## config.mk

```make
export PLATFORM = sky130hd
export DESIGN_NAME = cfc_fanout_ctrl
export DESIGN_NICKNAME = d
export VERILOG_FILES = /design/src/logic/cfc_pkg.sv /design/src/logic/cfc_reg_if.sv /design/src/logic/cfc_fanout_ctrl.sv /design/src/logic/cfc_enable_lane.sv /design/src/logic/cfc_reg_bank.sv
export VERILOG_INCLUDE_DIRS = /design/src /design/src/logic
export SDC_FILE = /design/constraint.sdc
export NUM_CORES = 1
export LEC_CHECK = 0
export ABC_CLOCK_PERIOD_IN_PS = 2700
export CORE_MARGIN = 4
export CORE_UTILIZATION = 56
export CTS_CLUSTER_DIAMETER = 30
export DETAILED_ROUTE_END_ITERATION = 8
export DONT_BUFFER_PORTS = 1
export GPL_TIMING_DRIVEN = 0
export PLACE_DENSITY = 0.68
export SLEW_MARGIN = 15
export SYNTH_ARGS = -nofsm -noshare
export SYNTH_HDL_FRONTEND = slang
export SYNTH_SLANG_ARGS = --single-unit
```

## constraint.sdc

```tcl
create_clock -name ref_clk -period 2.7 [get_ports ref_clk]
set_clock_uncertainty 0.1 [all_clocks]
set_input_delay 0 -clock ref_clk [delete_from_list [all_inputs] [get_ports ref_clk]]
set_output_delay 0 -clock ref_clk [all_outputs]
set_load 0.03 [all_outputs]
```

## src/logic/cfc_map.svh

```systemverilog
// Purpose: Named offsets, field positions, reset values and timing figures of the fanout control.
// Assumes: Included by bare name from every design file that needs it.
// Notes: Definitions only.
`ifndef CFC_MAP_SVH
`define CFC_MAP_SVH

// Pair and enable counts.
`define CFC_NUM_PAIRS 19
`define CFC_NUM_ENABLES 13

// Output-enable latency window, in reference clocks, and the default pipeline depth.
`define CFC_OE_LAT_MIN 4
`define CFC_OE_LAT_MAX 12
`define CFC_OE_PIPE_DEFAULT 5

// Timing figures in their own units and the logic clock rate.
`define CFC_CLK_MHZ 40
`define CFC_T_DRVPD_US 300
`define CFC_T_STAB_MS 1.8

// Frequency select register and its fields.
`define CFC_REG_FREQ 8'h09
`define CFC_FS_BIT 2
`define CFC_FSB_BIT 1
`define CFC_FSA_BIT 0
`define CFC_FSB_VALUE 1'h0
`define CFC_FSA_VALUE 1'h1
`define CFC_FREQ_RESET 1'h1
`define CFC_REG_ZERO 8'h00

// Management bus framing.
`define CFC_SMB_BYTE_BITS 4'h8
`define CFC_SMB_ADDR_HI 4'h5

`endif

```

## src/logic/cfc_pkg.sv

```systemverilog
// Purpose: Shared types of the clock fanout control.
// Assumes: Constants live in cfc_map.svh.
// Notes: Holds the management bus engine states.
package cfc_pkg;

	// Management bus slave states.
	typedef enum logic [3:0]
	{
		SMB_IDLE,
		SMB_ADDR,
		SMB_ACK_ADDR,
		SMB_CMD,
		SMB_ACK_CMD,
		SMB_WDATA,
		SMB_ACK_WDATA,
		SMB_RDATA,
		SMB_ACK_RDATA
	} cfc_smb_state_t;

endpackage

```

## src/logic/cfc_reg_if.sv

```systemverilog
// Purpose: Carries register access and strap loading between the control top and the bank.
// Assumes: Single clock domain, ref_clk.
// Notes: Strobes are one-cycle pulses.
`timescale 1ns/100ps
interface cfc_reg_if;
	logic [7:0] offset;
	logic [7:0] wrData;
	logic wrStrobe;
	logic [7:0] rdData;
	logic strapLoad;
	logic strapFreq;
	logic freqSel;

	modport engine
	(
		output offset,
		output wrData,
		output wrStrobe,
		output strapLoad,
		output strapFreq,
		input rdData,
		input freqSel
	);

	modport bank
	(
		input offset,
		input wrData,
		input wrStrobe,
		input strapLoad,
		input strapFreq,
		output rdData,
		output freqSel
	);
endinterface

```

## src/logic/cfc_fanout_ctrl.sv

```systemverilog
// Purpose: Control logic of a 19-pair differential clock fanout buffer.
// Assumes: Logic runs on the reference clock; all pins are synchronous to it.
// Notes: Clock gates are meant to be ANDed with the reference in the output path.
// Functional notes
// - Output enables active low: 0 runs, 1 stops.
// - Enable groups: 0-4, 5-14 single, 15-16, 17-18.
// - First power-good rise samples straps, starts up.
// - Later power-good rises exit power-down without resampling.
// - Power-good low: outputs high-impedance, PLL off.
// - Bypass strap 0 fanout, 1 zero-delay PLL.
// - Three straps form address low bits; eight addresses.
// - Bandwidth select 0 high, 1 low.
// - Frequency select 1 is 100, 0 is 133.33.
// - Byte nine: select bit two, fixed bits 0,1.
// - Frequency select defaults to 1 (100 MHz).
// - Outputs run 1:1 with no programming.
// - Bypass outputs follow reference up to 400 MHz.
// - Enable start and stop within 4-12 clocks.
// - Outputs driven within 300 us after power-down exit.
// - First clock within 1.8 ms of start.
`timescale 1ns/100ps
`include "cfc_map.svh"
module cfc_fanout_ctrl #(
	parameter int DRIVE_CYC = int'(`CFC_T_DRVPD_US * `CFC_CLK_MHZ),
	parameter int STAB_CYC = int'($floor(`CFC_T_STAB_MS * 1000.0 * `CFC_CLK_MHZ)),
	parameter int OE_PIPE = `CFC_OE_PIPE_DEFAULT,
	parameter logic [3:0] ADDR_HI = `CFC_SMB_ADDR_HI
)
(
	input wire logic ref_clk,
	input wire logic sys_rst,
	input wire logic clk_en,
	input wire logic enable_n_pairs_zero_four,
	input wire logic enable_n_pair_five,
	input wire logic enable_n_pair_six,
	input wire logic enable_n_pair_seven,
	input wire logic enable_n_pair_eight,
	input wire logic enable_n_pair_nine,
	input wire logic enable_n_pair_ten,
	input wire logic enable_n_pair_eleven,
	input wire logic enable_n_pair_twelve,
	input wire logic enable_n_pair_thirteen,
	input wire logic enable_n_pair_fourteen,
	input wire logic enable_n_pairs_fifteen_sixteen,
	input wire logic enable_n_pairs_seventeen_eighteen,
	input wire logic power_good_powerdown_n,
	input wire logic addr0_strap,
	input wire logic addr1_strap,
	input wire logic addr2_bypass_strap,
	input wire logic pll_bandwidth_select_n,
	input wire logic frequency_select,
	input wire logic mgmt_bus_clock,
	input wire logic mgmt_bus_data_in,
	output logic mgmt_bus_data_out,
	output logic mgmt_bus_data_oe,
	output logic [`CFC_NUM_PAIRS-1:0] diff_clock_out,
	output logic diff_clock_out_oe,
	output logic pll_enable,
	output logic pll_high_bandwidth,
	output logic zero_delay_mode,
	output logic freq_is_100m
);
	localparam int TW = $clog2(DRIVE_CYC + 1);

	// Drive-up wait must be at least one clock and fit inside the stabilisation limit.
	if (DRIVE_CYC < 1 || DRIVE_CYC > STAB_CYC)
	begin : gen_bad_drive
		$error("Drive-up count must be at least one and within stabilisation time.");
	end

	typedef struct packed
	{
		logic pgPrev;
		logic pgSeen;
		logic powered;
		logic [TW-1:0] timer;
		logic [2:0] addrStrap;
		logic bwStrapN;
		logic strapLoad;
		logic driveOe;
		logic pllOn;
		logic pllHighBw;
		logic zeroDelay;
		logic freq100;
		cfc_pkg::cfc_smb_state_t st;
		logic [3:0] bitCnt;
		logic [7:0] shift;
		logic [7:0] offset;
		logic isRead;
		logic nack;
		logic sdaOe;
		logic sclPrev;
		logic sdaPrev;
		logic wrStrobe;
		logic [7:0] wrData;
		logic sdaOut;
	} cfc_ctl_t;

	cfc_ctl_t ctlReg;
	cfc_ctl_t ctlNext;
	cfc_reg_if regBus();
	logic [`CFC_NUM_ENABLES-1:0] enableN;
	logic [`CFC_NUM_ENABLES-1:0] laneGate;
	logic sclRise;
	logic sclFall;
	logic busStart;
	logic busStop;

	// Collect the enable pins, one lane per pin.
	assign enableN = {enable_n_pairs_seventeen_eighteen, enable_n_pairs_fifteen_sixteen,
		enable_n_pair_fourteen, enable_n_pair_thirteen, enable_n_pair_twelve,
		enable_n_pair_eleven, enable_n_pair_ten, enable_n_pair_nine, enable_n_pair_eight,
		enable_n_pair_seven, enable_n_pair_six, enable_n_pair_five,
		enable_n_pairs_zero_four};

	// One delay and gate lane per enable pin; gates stay low until powered.
	for (genvar i = 0; i < `CFC_NUM_ENABLES; i++)
	begin : gen_lane
		cfc_enable_lane #(.LATENCY(OE_PIPE)) u_lane
		(
			.ref_clk(ref_clk),
			.sys_rst(sys_rst),
			.clkEn(clk_en),
			.enableN(enableN[i]),
			.allowed(ctlReg.powered),
			.gate(laneGate[i])
		);
	end

	// Fan the lane gates out to the pairs they control.
	assign diff_clock_out = {{2{laneGate[12]}}, {2{laneGate[11]}}, laneGate[10:1],
		{5{laneGate[0]}}};

	// Register bank holding the frequency select byte.
	cfc_reg_bank u_bank
	(
		.ref_clk(ref_clk),
		.sys_rst(sys_rst),
		.clkEn(clk_en),
		.regs(regBus)
	);

	assign regBus.offset = ctlReg.offset;
	assign regBus.wrData = ctlReg.wrData;
	assign regBus.wrStrobe = ctlReg.wrStrobe;
	assign regBus.strapLoad = ctlReg.strapLoad;
	assign regBus.strapFreq = frequency_select;

	// Bus line events seen on the reference clock.
	assign sclRise = !ctlReg.sclPrev && mgmt_bus_clock;
	assign sclFall = ctlReg.sclPrev && !mgmt_bus_clock;
	assign busStart = ctlReg.sclPrev && mgmt_bus_clock && ctlReg.sdaPrev && !mgmt_bus_data_in;
	assign busStop = ctlReg.sclPrev && mgmt_bus_clock && !ctlReg.sdaPrev && mgmt_bus_data_in;

	// Power sequencing, strap capture, mode outputs and the bus slave engine.
	always_comb
	begin
		ctlNext = ctlReg;
		ctlNext.pgPrev = power_good_powerdown_n;
		ctlNext.strapLoad = 1'b0;
		ctlNext.wrStrobe = 1'b0;
		ctlNext.sclPrev = mgmt_bus_clock;
		ctlNext.sdaPrev = mgmt_bus_data_in;
		ctlNext.sdaOut = 1'b0;

		if (!power_good_powerdown_n)
		begin
			ctlNext.powered = 1'b0;
			ctlNext.timer = '0;
		end
		else
		begin
			if (!ctlReg.pgPrev && !ctlReg.pgSeen)
			begin
				ctlNext.pgSeen = 1'b1;
				ctlNext.strapLoad = 1'b1;
				ctlNext.addrStrap = {addr2_bypass_strap, addr1_strap, addr0_strap};
				ctlNext.bwStrapN = pll_bandwidth_select_n;
			end
			// Later rises only restart the drive-up wait; straps stay as captured.
			if (!ctlReg.powered)
			begin
				if (ctlReg.timer == TW'(DRIVE_CYC - 1))
					ctlNext.powered = 1'b1;
				else
					ctlNext.timer = ctlReg.timer + 1'b1;
			end
		end

		// Mode outputs follow the captured straps and the frequency select register; no programming is needed.
		ctlNext.driveOe = ctlNext.powered;
		ctlNext.zeroDelay = ctlNext.addrStrap[2];
		ctlNext.pllOn = ctlNext.powered & ctlNext.addrStrap[2];
		ctlNext.pllHighBw = ~ctlNext.bwStrapN;
		ctlNext.freq100 = regBus.freqSel;

		// Bus slave: start and stop override everything, then bit edges.
		if (busStart)
		begin
			ctlNext.st = cfc_pkg::SMB_ADDR;
			ctlNext.bitCnt = '0;
			ctlNext.sdaOe = 1'b0;
		end
		else if (busStop)
		begin
			ctlNext.st = cfc_pkg::SMB_IDLE;
			ctlNext.sdaOe = 1'b0;
		end
		else if (sclRise)
		begin
			case (ctlReg.st)
				cfc_pkg::SMB_ADDR, cfc_pkg::SMB_CMD, cfc_pkg::SMB_WDATA:
				begin
					ctlNext.shift = {ctlReg.shift[6:0], mgmt_bus_data_in};
					ctlNext.bitCnt = ctlReg.bitCnt + 1'b1;
				end
				cfc_pkg::SMB_ACK_RDATA:
					ctlNext.nack = mgmt_bus_data_in;
				default:
					ctlNext.nack = ctlReg.nack;
			endcase
		end
		else if (sclFall)
		begin
			case (ctlReg.st)
				cfc_pkg::SMB_ADDR:
				begin
					if (ctlReg.bitCnt == `CFC_SMB_BYTE_BITS)
					begin
						if (ctlReg.shift[7:1] == {ADDR_HI, ctlReg.addrStrap})
						begin
							ctlNext.st = cfc_pkg::SMB_ACK_ADDR;
							ctlNext.sdaOe = 1'b1;
							ctlNext.isRead = ctlReg.shift[0];
						end
						else
							ctlNext.st = cfc_pkg::SMB_IDLE;
					end
				end
				cfc_pkg::SMB_CMD:
				begin
					if (ctlReg.bitCnt == `CFC_SMB_BYTE_BITS)
					begin
						ctlNext.offset = ctlReg.shift;
						ctlNext.st = cfc_pkg::SMB_ACK_CMD;
						ctlNext.sdaOe = 1'b1;
					end
				end
				cfc_pkg::SMB_WDATA:
				begin
					if (ctlReg.bitCnt == `CFC_SMB_BYTE_BITS)
					begin
						ctlNext.wrStrobe = 1'b1;
						ctlNext.wrData = ctlReg.shift;
						ctlNext.st = cfc_pkg::SMB_ACK_WDATA;
						ctlNext.sdaOe = 1'b1;
					end
				end
				cfc_pkg::SMB_ACK_ADDR:
				begin
					if (ctlReg.isRead)
					begin
						ctlNext.st = cfc_pkg::SMB_RDATA;
						ctlNext.shift = {regBus.rdData[6:0], 1'b0};
						ctlNext.sdaOe = ~regBus.rdData[7];
						ctlNext.bitCnt = 4'h1;
					end
					else
					begin
						ctlNext.st = cfc_pkg::SMB_CMD;
						ctlNext.sdaOe = 1'b0;
						ctlNext.bitCnt = '0;
					end
				end
				cfc_pkg::SMB_ACK_CMD, cfc_pkg::SMB_ACK_WDATA:
				begin
					// Further data bytes land at the following offsets.
					if (ctlReg.st == cfc_pkg::SMB_ACK_WDATA)
						ctlNext.offset = ctlReg.offset + 1'b1;
					ctlNext.st = cfc_pkg::SMB_WDATA;
					ctlNext.sdaOe = 1'b0;
					ctlNext.bitCnt = '0;
				end
				cfc_pkg::SMB_RDATA:
				begin
					if (ctlReg.bitCnt == `CFC_SMB_BYTE_BITS)
					begin
						ctlNext.st = cfc_pkg::SMB_ACK_RDATA;
						ctlNext.sdaOe = 1'b0;
						ctlNext.offset = ctlReg.offset + 1'b1;
					end
					else
					begin
						ctlNext.sdaOe = ~ctlReg.shift[7];
						ctlNext.shift = {ctlReg.shift[6:0], 1'b0};
						ctlNext.bitCnt = ctlReg.bitCnt + 1'b1;
					end
				end
				cfc_pkg::SMB_ACK_RDATA:
				begin
					if (!ctlReg.nack)
					begin
						ctlNext.st = cfc_pkg::SMB_RDATA;
						ctlNext.shift = {regBus.rdData[6:0], 1'b0};
						ctlNext.sdaOe = ~regBus.rdData[7];
						ctlNext.bitCnt = 4'h1;
					end
					else
						ctlNext.st = cfc_pkg::SMB_IDLE;
				end
				default:
					ctlNext.st = cfc_pkg::SMB_IDLE;
			endcase
		end
	end

	// State register; reset leaves the part powered down and the bus idle.
	always_ff @(posedge ref_clk)
	begin
		if (sys_rst)
		begin
			ctlReg <= '0;
			ctlReg.st <= cfc_pkg::SMB_IDLE;
			ctlReg.sclPrev <= 1'b1;
			ctlReg.sdaPrev <= 1'b1;
			ctlReg.freq100 <= `CFC_FREQ_RESET;
			ctlReg.nack <= 1'b1;
		end
		else if (clk_en)
			ctlReg <= ctlNext;
	end

	// Outputs straight from the state register.
	assign mgmt_bus_data_out = ctlReg.sdaOut;
	assign mgmt_bus_data_oe = ctlReg.sdaOe;
	assign diff_clock_out_oe = ctlReg.driveOe;
	assign pll_enable = ctlReg.pllOn;
	assign pll_high_bandwidth = ctlReg.pllHighBw;
	assign zero_delay_mode = ctlReg.zeroDelay;
	assign freq_is_100m = ctlReg.freq100;
endmodule

```

## src/logic/cfc_enable_lane.sv

```systemverilog
// Purpose: Delays one active-low output enable and gates it into a whole-cycle clock gate.
// Assumes: Enable pin is synchronous to ref_clk.
// Notes: Gate follows the pin LATENCY plus one clocks later.
`timescale 1ns/100ps
`include "cfc_map.svh"
module cfc_enable_lane #(
	parameter int LATENCY = `CFC_OE_PIPE_DEFAULT
)
(
	input wire logic ref_clk,
	input wire logic sys_rst,
	input wire logic clkEn,
	input wire logic enableN,
	input wire logic allowed,
	output logic gate
);
	typedef struct packed
	{
		logic [LATENCY-1:0] pipe;
		logic gate;
	} cfc_lane_t;

	cfc_lane_t laneReg;
	cfc_lane_t laneNext;

	// The pipe depth plus the gate stage must land inside the start and stop window.
	if (LATENCY < 2 || LATENCY + 1 < `CFC_OE_LAT_MIN || LATENCY + 1 > `CFC_OE_LAT_MAX)
	begin : gen_bad_latency
		$error("Enable latency outside the allowed window.");
	end

	// Shift the active-high enable through the pipe; the gate only moves on a clock edge.
	always_comb
	begin
		laneNext = laneReg;
		laneNext.pipe = {laneReg.pipe[LATENCY-2:0], ~enableN};
		laneNext.gate = allowed & laneReg.pipe[LATENCY-1];
	end

	// State register with clock enable.
	always_ff @(posedge ref_clk)
	begin
		if (sys_rst)
			laneReg <= '0;
		else if (clkEn)
			laneReg <= laneNext;
	end

	assign gate = laneReg.gate;
endmodule

```

## src/logic/cfc_reg_bank.sv

```systemverilog
// Purpose: Frequency select register bank reached over the management bus.
// Assumes: Offsets other than the frequency select byte read as zero and ignore writes.
// Notes: Strap loading and bus writes never coincide in practice; the bus write wins.
`timescale 1ns/100ps
`include "cfc_map.svh"
module cfc_reg_bank
(
	input wire logic ref_clk,
	input wire logic sys_rst,
	input wire logic clkEn,
	cfc_reg_if.bank regs
);
	typedef struct packed
	{
		logic freqSel;
	} cfc_bank_t;

	cfc_bank_t bankReg;
	cfc_bank_t bankNext;

	// Strap load at first power good, then bus writes override the select bit.
	always_comb
	begin
		bankNext = bankReg;
		if (regs.strapLoad)
			bankNext.freqSel = regs.strapFreq;
		if (regs.wrStrobe && regs.offset == `CFC_REG_FREQ)
			bankNext.freqSel = regs.wrData[`CFC_FS_BIT];
	end

	// Power-up default selects the 100 MHz setting.
	always_ff @(posedge ref_clk)
	begin
		if (sys_rst)
			bankReg.freqSel <= `CFC_FREQ_RESET;
		else if (clkEn)
			bankReg <= bankNext;
	end

	// Read mux: the select state plus two fixed select bits.
	always_comb
	begin
		regs.rdData = `CFC_REG_ZERO;
		if (regs.offset == `CFC_REG_FREQ)
		begin
			regs.rdData[`CFC_FS_BIT] = bankReg.freqSel;
			regs.rdData[`CFC_FSB_BIT] = `CFC_FSB_VALUE;
			regs.rdData[`CFC_FSA_BIT] = `CFC_FSA_VALUE;
		end
	end

	assign regs.freqSel = bankReg.freqSel;
endmodule

```

==> results.toml <==
[clock_tree]
root_buffer = "clkbuf_8"
htree_levels = 4
clkSinkCount = 135
cts_tree = "built"
clk_pin_slew_ns = 0.07
clock_latency_ns = 0.53
clock_path_buffers = 2
cts_setup_buffers = 0
numCtsBuffers = 17

[routing]
ant_nets = 0
routed_wl_mm = 15.08
num_vias = 5196
dr.pass1.iters = 5
drc = 0
wl_per_cell_um = 16.90
drt-vias-per-instance = 5.825
drt_iter0_drc = 470

[setup_path]
required_ns = 3.00
crit_path_max_fanout = 4
worstSetupPathType = "reg2reg"
critPathLaunchType = "register"
crit_start = "ctlReg[48]$_SDFFE_PP0P_"
endpoint = "ctlReg[14]$_SDFFE_PP0P_"
crit_path_end_kind = "register"
r2r_cells = 6
rrSetupSlack_ns = 0.16
worstPathArrival_ns = 2.84
rr_startpoint = "ctlReg[48]$_SDFFE_PP0P_"
r2r_end = "ctlReg[14]$_SDFFE_PP0P_"

[timing]
slew_viol_final = 0
worstMarginPinSlew_ns = 0.8556
final-setup-viol-count = 0
maxSlewHeadroom = 0.4296
finalCritPeriodShare = 0.9414
hold_violations = 0
fmax_ghz = 0.3934
grt_setup_unrepaired = "false"
setup_ws_ns = 0.1583
fin_crit_ns = 2.542
setup_tns_ns = 0

[cells_and_area]
instances_no_fill = 892
fillers = 825
diodes = 0
final_util = 0.6873
syn_to_final_growth_pct = 18.64
drive_gt1_frac = 0.08995
final_nets = 775

[synthesis]
yosysSeqAreaShare = 0.4479
ys_types = 57
synth_seq_cells = 135
yosysMostFrequentCell = "dfxtp_1"
netlist_instances = 691
synth.cell_area_um2 = 6035
yosys-top-cells-area = "dfxtp_1 45%, mux2i_1 11%, nor2_1 6.0%"
async_flop_share = 0
yosys.area.top_type = "dfxtp_1"
netlist_top_cells_count = "135 x dfxtp_1, 96 x nor2_1, 69 x mux2i_1"
syn-num-nets = 723
synth-main-ff-cell = "dfxtp_1"
synth_edf_count = 0
ys.warnings.count = 0
synth.top_cell.area_share = 0.4479
syn_area_per_cell_um2 = 8.733

[floorplan]
initial_utilization = 0.5793
io_pins = 50
coreArea_um2 = 10420
die_w_um = 111.8
fp.dieArea_um2 = 12500
dieHeight_um = 111.8
fp-row-count = 37

[placement]
dp_worst_setup_slack_ns = 0.1632
dpl.hpwl_mm = 10.45
numPortBuffers = 0
placed_cells = 827
gp_congestion = 0.8492

[global_routing]
antenna_found_initial = 0
grt_pass1_vias = 4952
grt_pass1_wl_mm = 24.81
grt_usage = 0.2427
grt_start_max_net_pins = 17
grt.overflow.total = 0

[power]
peakVddDrop_v = 0.0005481
leakagePower_nw = 2.832
total_power_mw = 4.797
pwr_density_cell_nw_per_um2 = 670.0

[outcome]
status = "completed"

[run]
cap_violations = 0

[hold_path]
hp-class = "in2reg"
-- through the flow --
stage          hold slack (ns)  cell area (um^2)
3_3_place_gp         0.0005124              6205
3_5_place_dp          0.002848              6205
5_1_grt                0.03571              7159
4_1_cts               0.001591              7139
2_1_floorplan       -0.0009813              6035
6_report               0.03369              7159
-- logic make-up after synthesis --
family / share of synthesized area
buf+inv: 0.06345
other cells: 0.0006214
fa+ha+maj: 0.01659
xor+xnor: 0.005805
simple gates: 0.1993
flops: 0.4479
mux: 0.1145
compound gates: 0.1520
-- sequential cells by signal, indices dropped and copies added, names as in the netlist --
signal and count:
ctlReg 40, diff_clock_out_oe 1, freq_is_100m 1, gen_lane.u_lane.gate 13, gen_lane.u_lane.laneNext 52, gen_lane.u_lane.laneReg 13
mgmt_bus_data_oe 1, pll_enable 1, pll_high_bandwidth 1, regBus.offset 8, regBus.strapLoad 1, regBus.wrData 1
regBus.wrStrobe 1, u_bank.regs.freqSel 1
-- layout by cell type, fill, tap and decap left out, drive strengths merged, types with 10 or more instances in the layout --
cell         count
a211oi          23
nor2            96
a31oi           10
buf             31
o21ai           24
nand3           40
nand2           54
mux2i           69
dfxtp          135
inv             21
a21oi           58
clkbuf          50
dlygate4sd3     33
-- final cells by class --
cell class                 instances  area, um^2  share of cell area
multi-input combinational        481        2969              0.4147
sequential                       135        2703              0.3775
clock buffer                      17       414.1             0.05785
buffer                            64       341.6             0.04771
timing repair buffer              33       330.3             0.04614
clock inverter                    15       190.2             0.02656
tap                              136       170.2             0.02377
inverter                          11       41.29            0.005767
-- critical path, cell delays in order (launching register included) --
cell and delay (ns):
dfxtp_1 0.60, xor2_1 0.12, nor4_1 0.67, nand3_1 0.27, nor4_1 0.36, mux2i_1 0.23
nor2_1 0.05
-- where the power goes --
| part | internal, mW | switching, mW |
|---|---|---|
| clock | 1.37 | 1.02 |
| sequential | 2.04 | 0.0442 |
| combinational | 0.129 | 0.196 |
-- routing by layer --
layer / routed length (um) / global-route usage / up-vias
met5: 0 / 0 / -
met4: 235 / 0.08678 / 0
met3: 771 / 0.04837 / 22
met2: 6812 / 0.3789 / 150
met1: 7259 / 0.3343 / 2475
li1: - / - / 2549
-- worst min path at each step --
stage	start	endpoint	cells past startpoint
2_1_floorplan	enable_n_pairs_zero_four	gen_lane[0].u_lane.laneNext[2]$_SDFFE_PP0P_	1
6_report	enable_n_pair_fourteen	gen_lane[10].u_lane.laneNext[2]$_SDFFE_PP0P_	2
4_1_cts	enable_n_pairs_zero_four	gen_lane[0].u_lane.laneNext[2]$_SDFFE_PP0P_	2
3_3_place_gp	enable_n_pairs_fifteen_sixteen	gen_lane[11].u_lane.laneNext[2]$_SDFFE_PP0P_	1
5_1_grt	enable_n_pair_fourteen	gen_lane[10].u_lane.laneNext[2]$_SDFFE_PP0P_	2
3_5_place_dp	enable_n_pair_twelve	gen_lane[8].u_lane.laneNext[2]$_SDFFE_PP0P_	1
-- repair_timing --
action                     4_1_cts  5_1_grt
hold endpoints to repair        69        0
hold buffers                    33        0
gates resized for setup          0        2
setup endpoints to repair        0        3
Power figures use the tool's default switching activity.
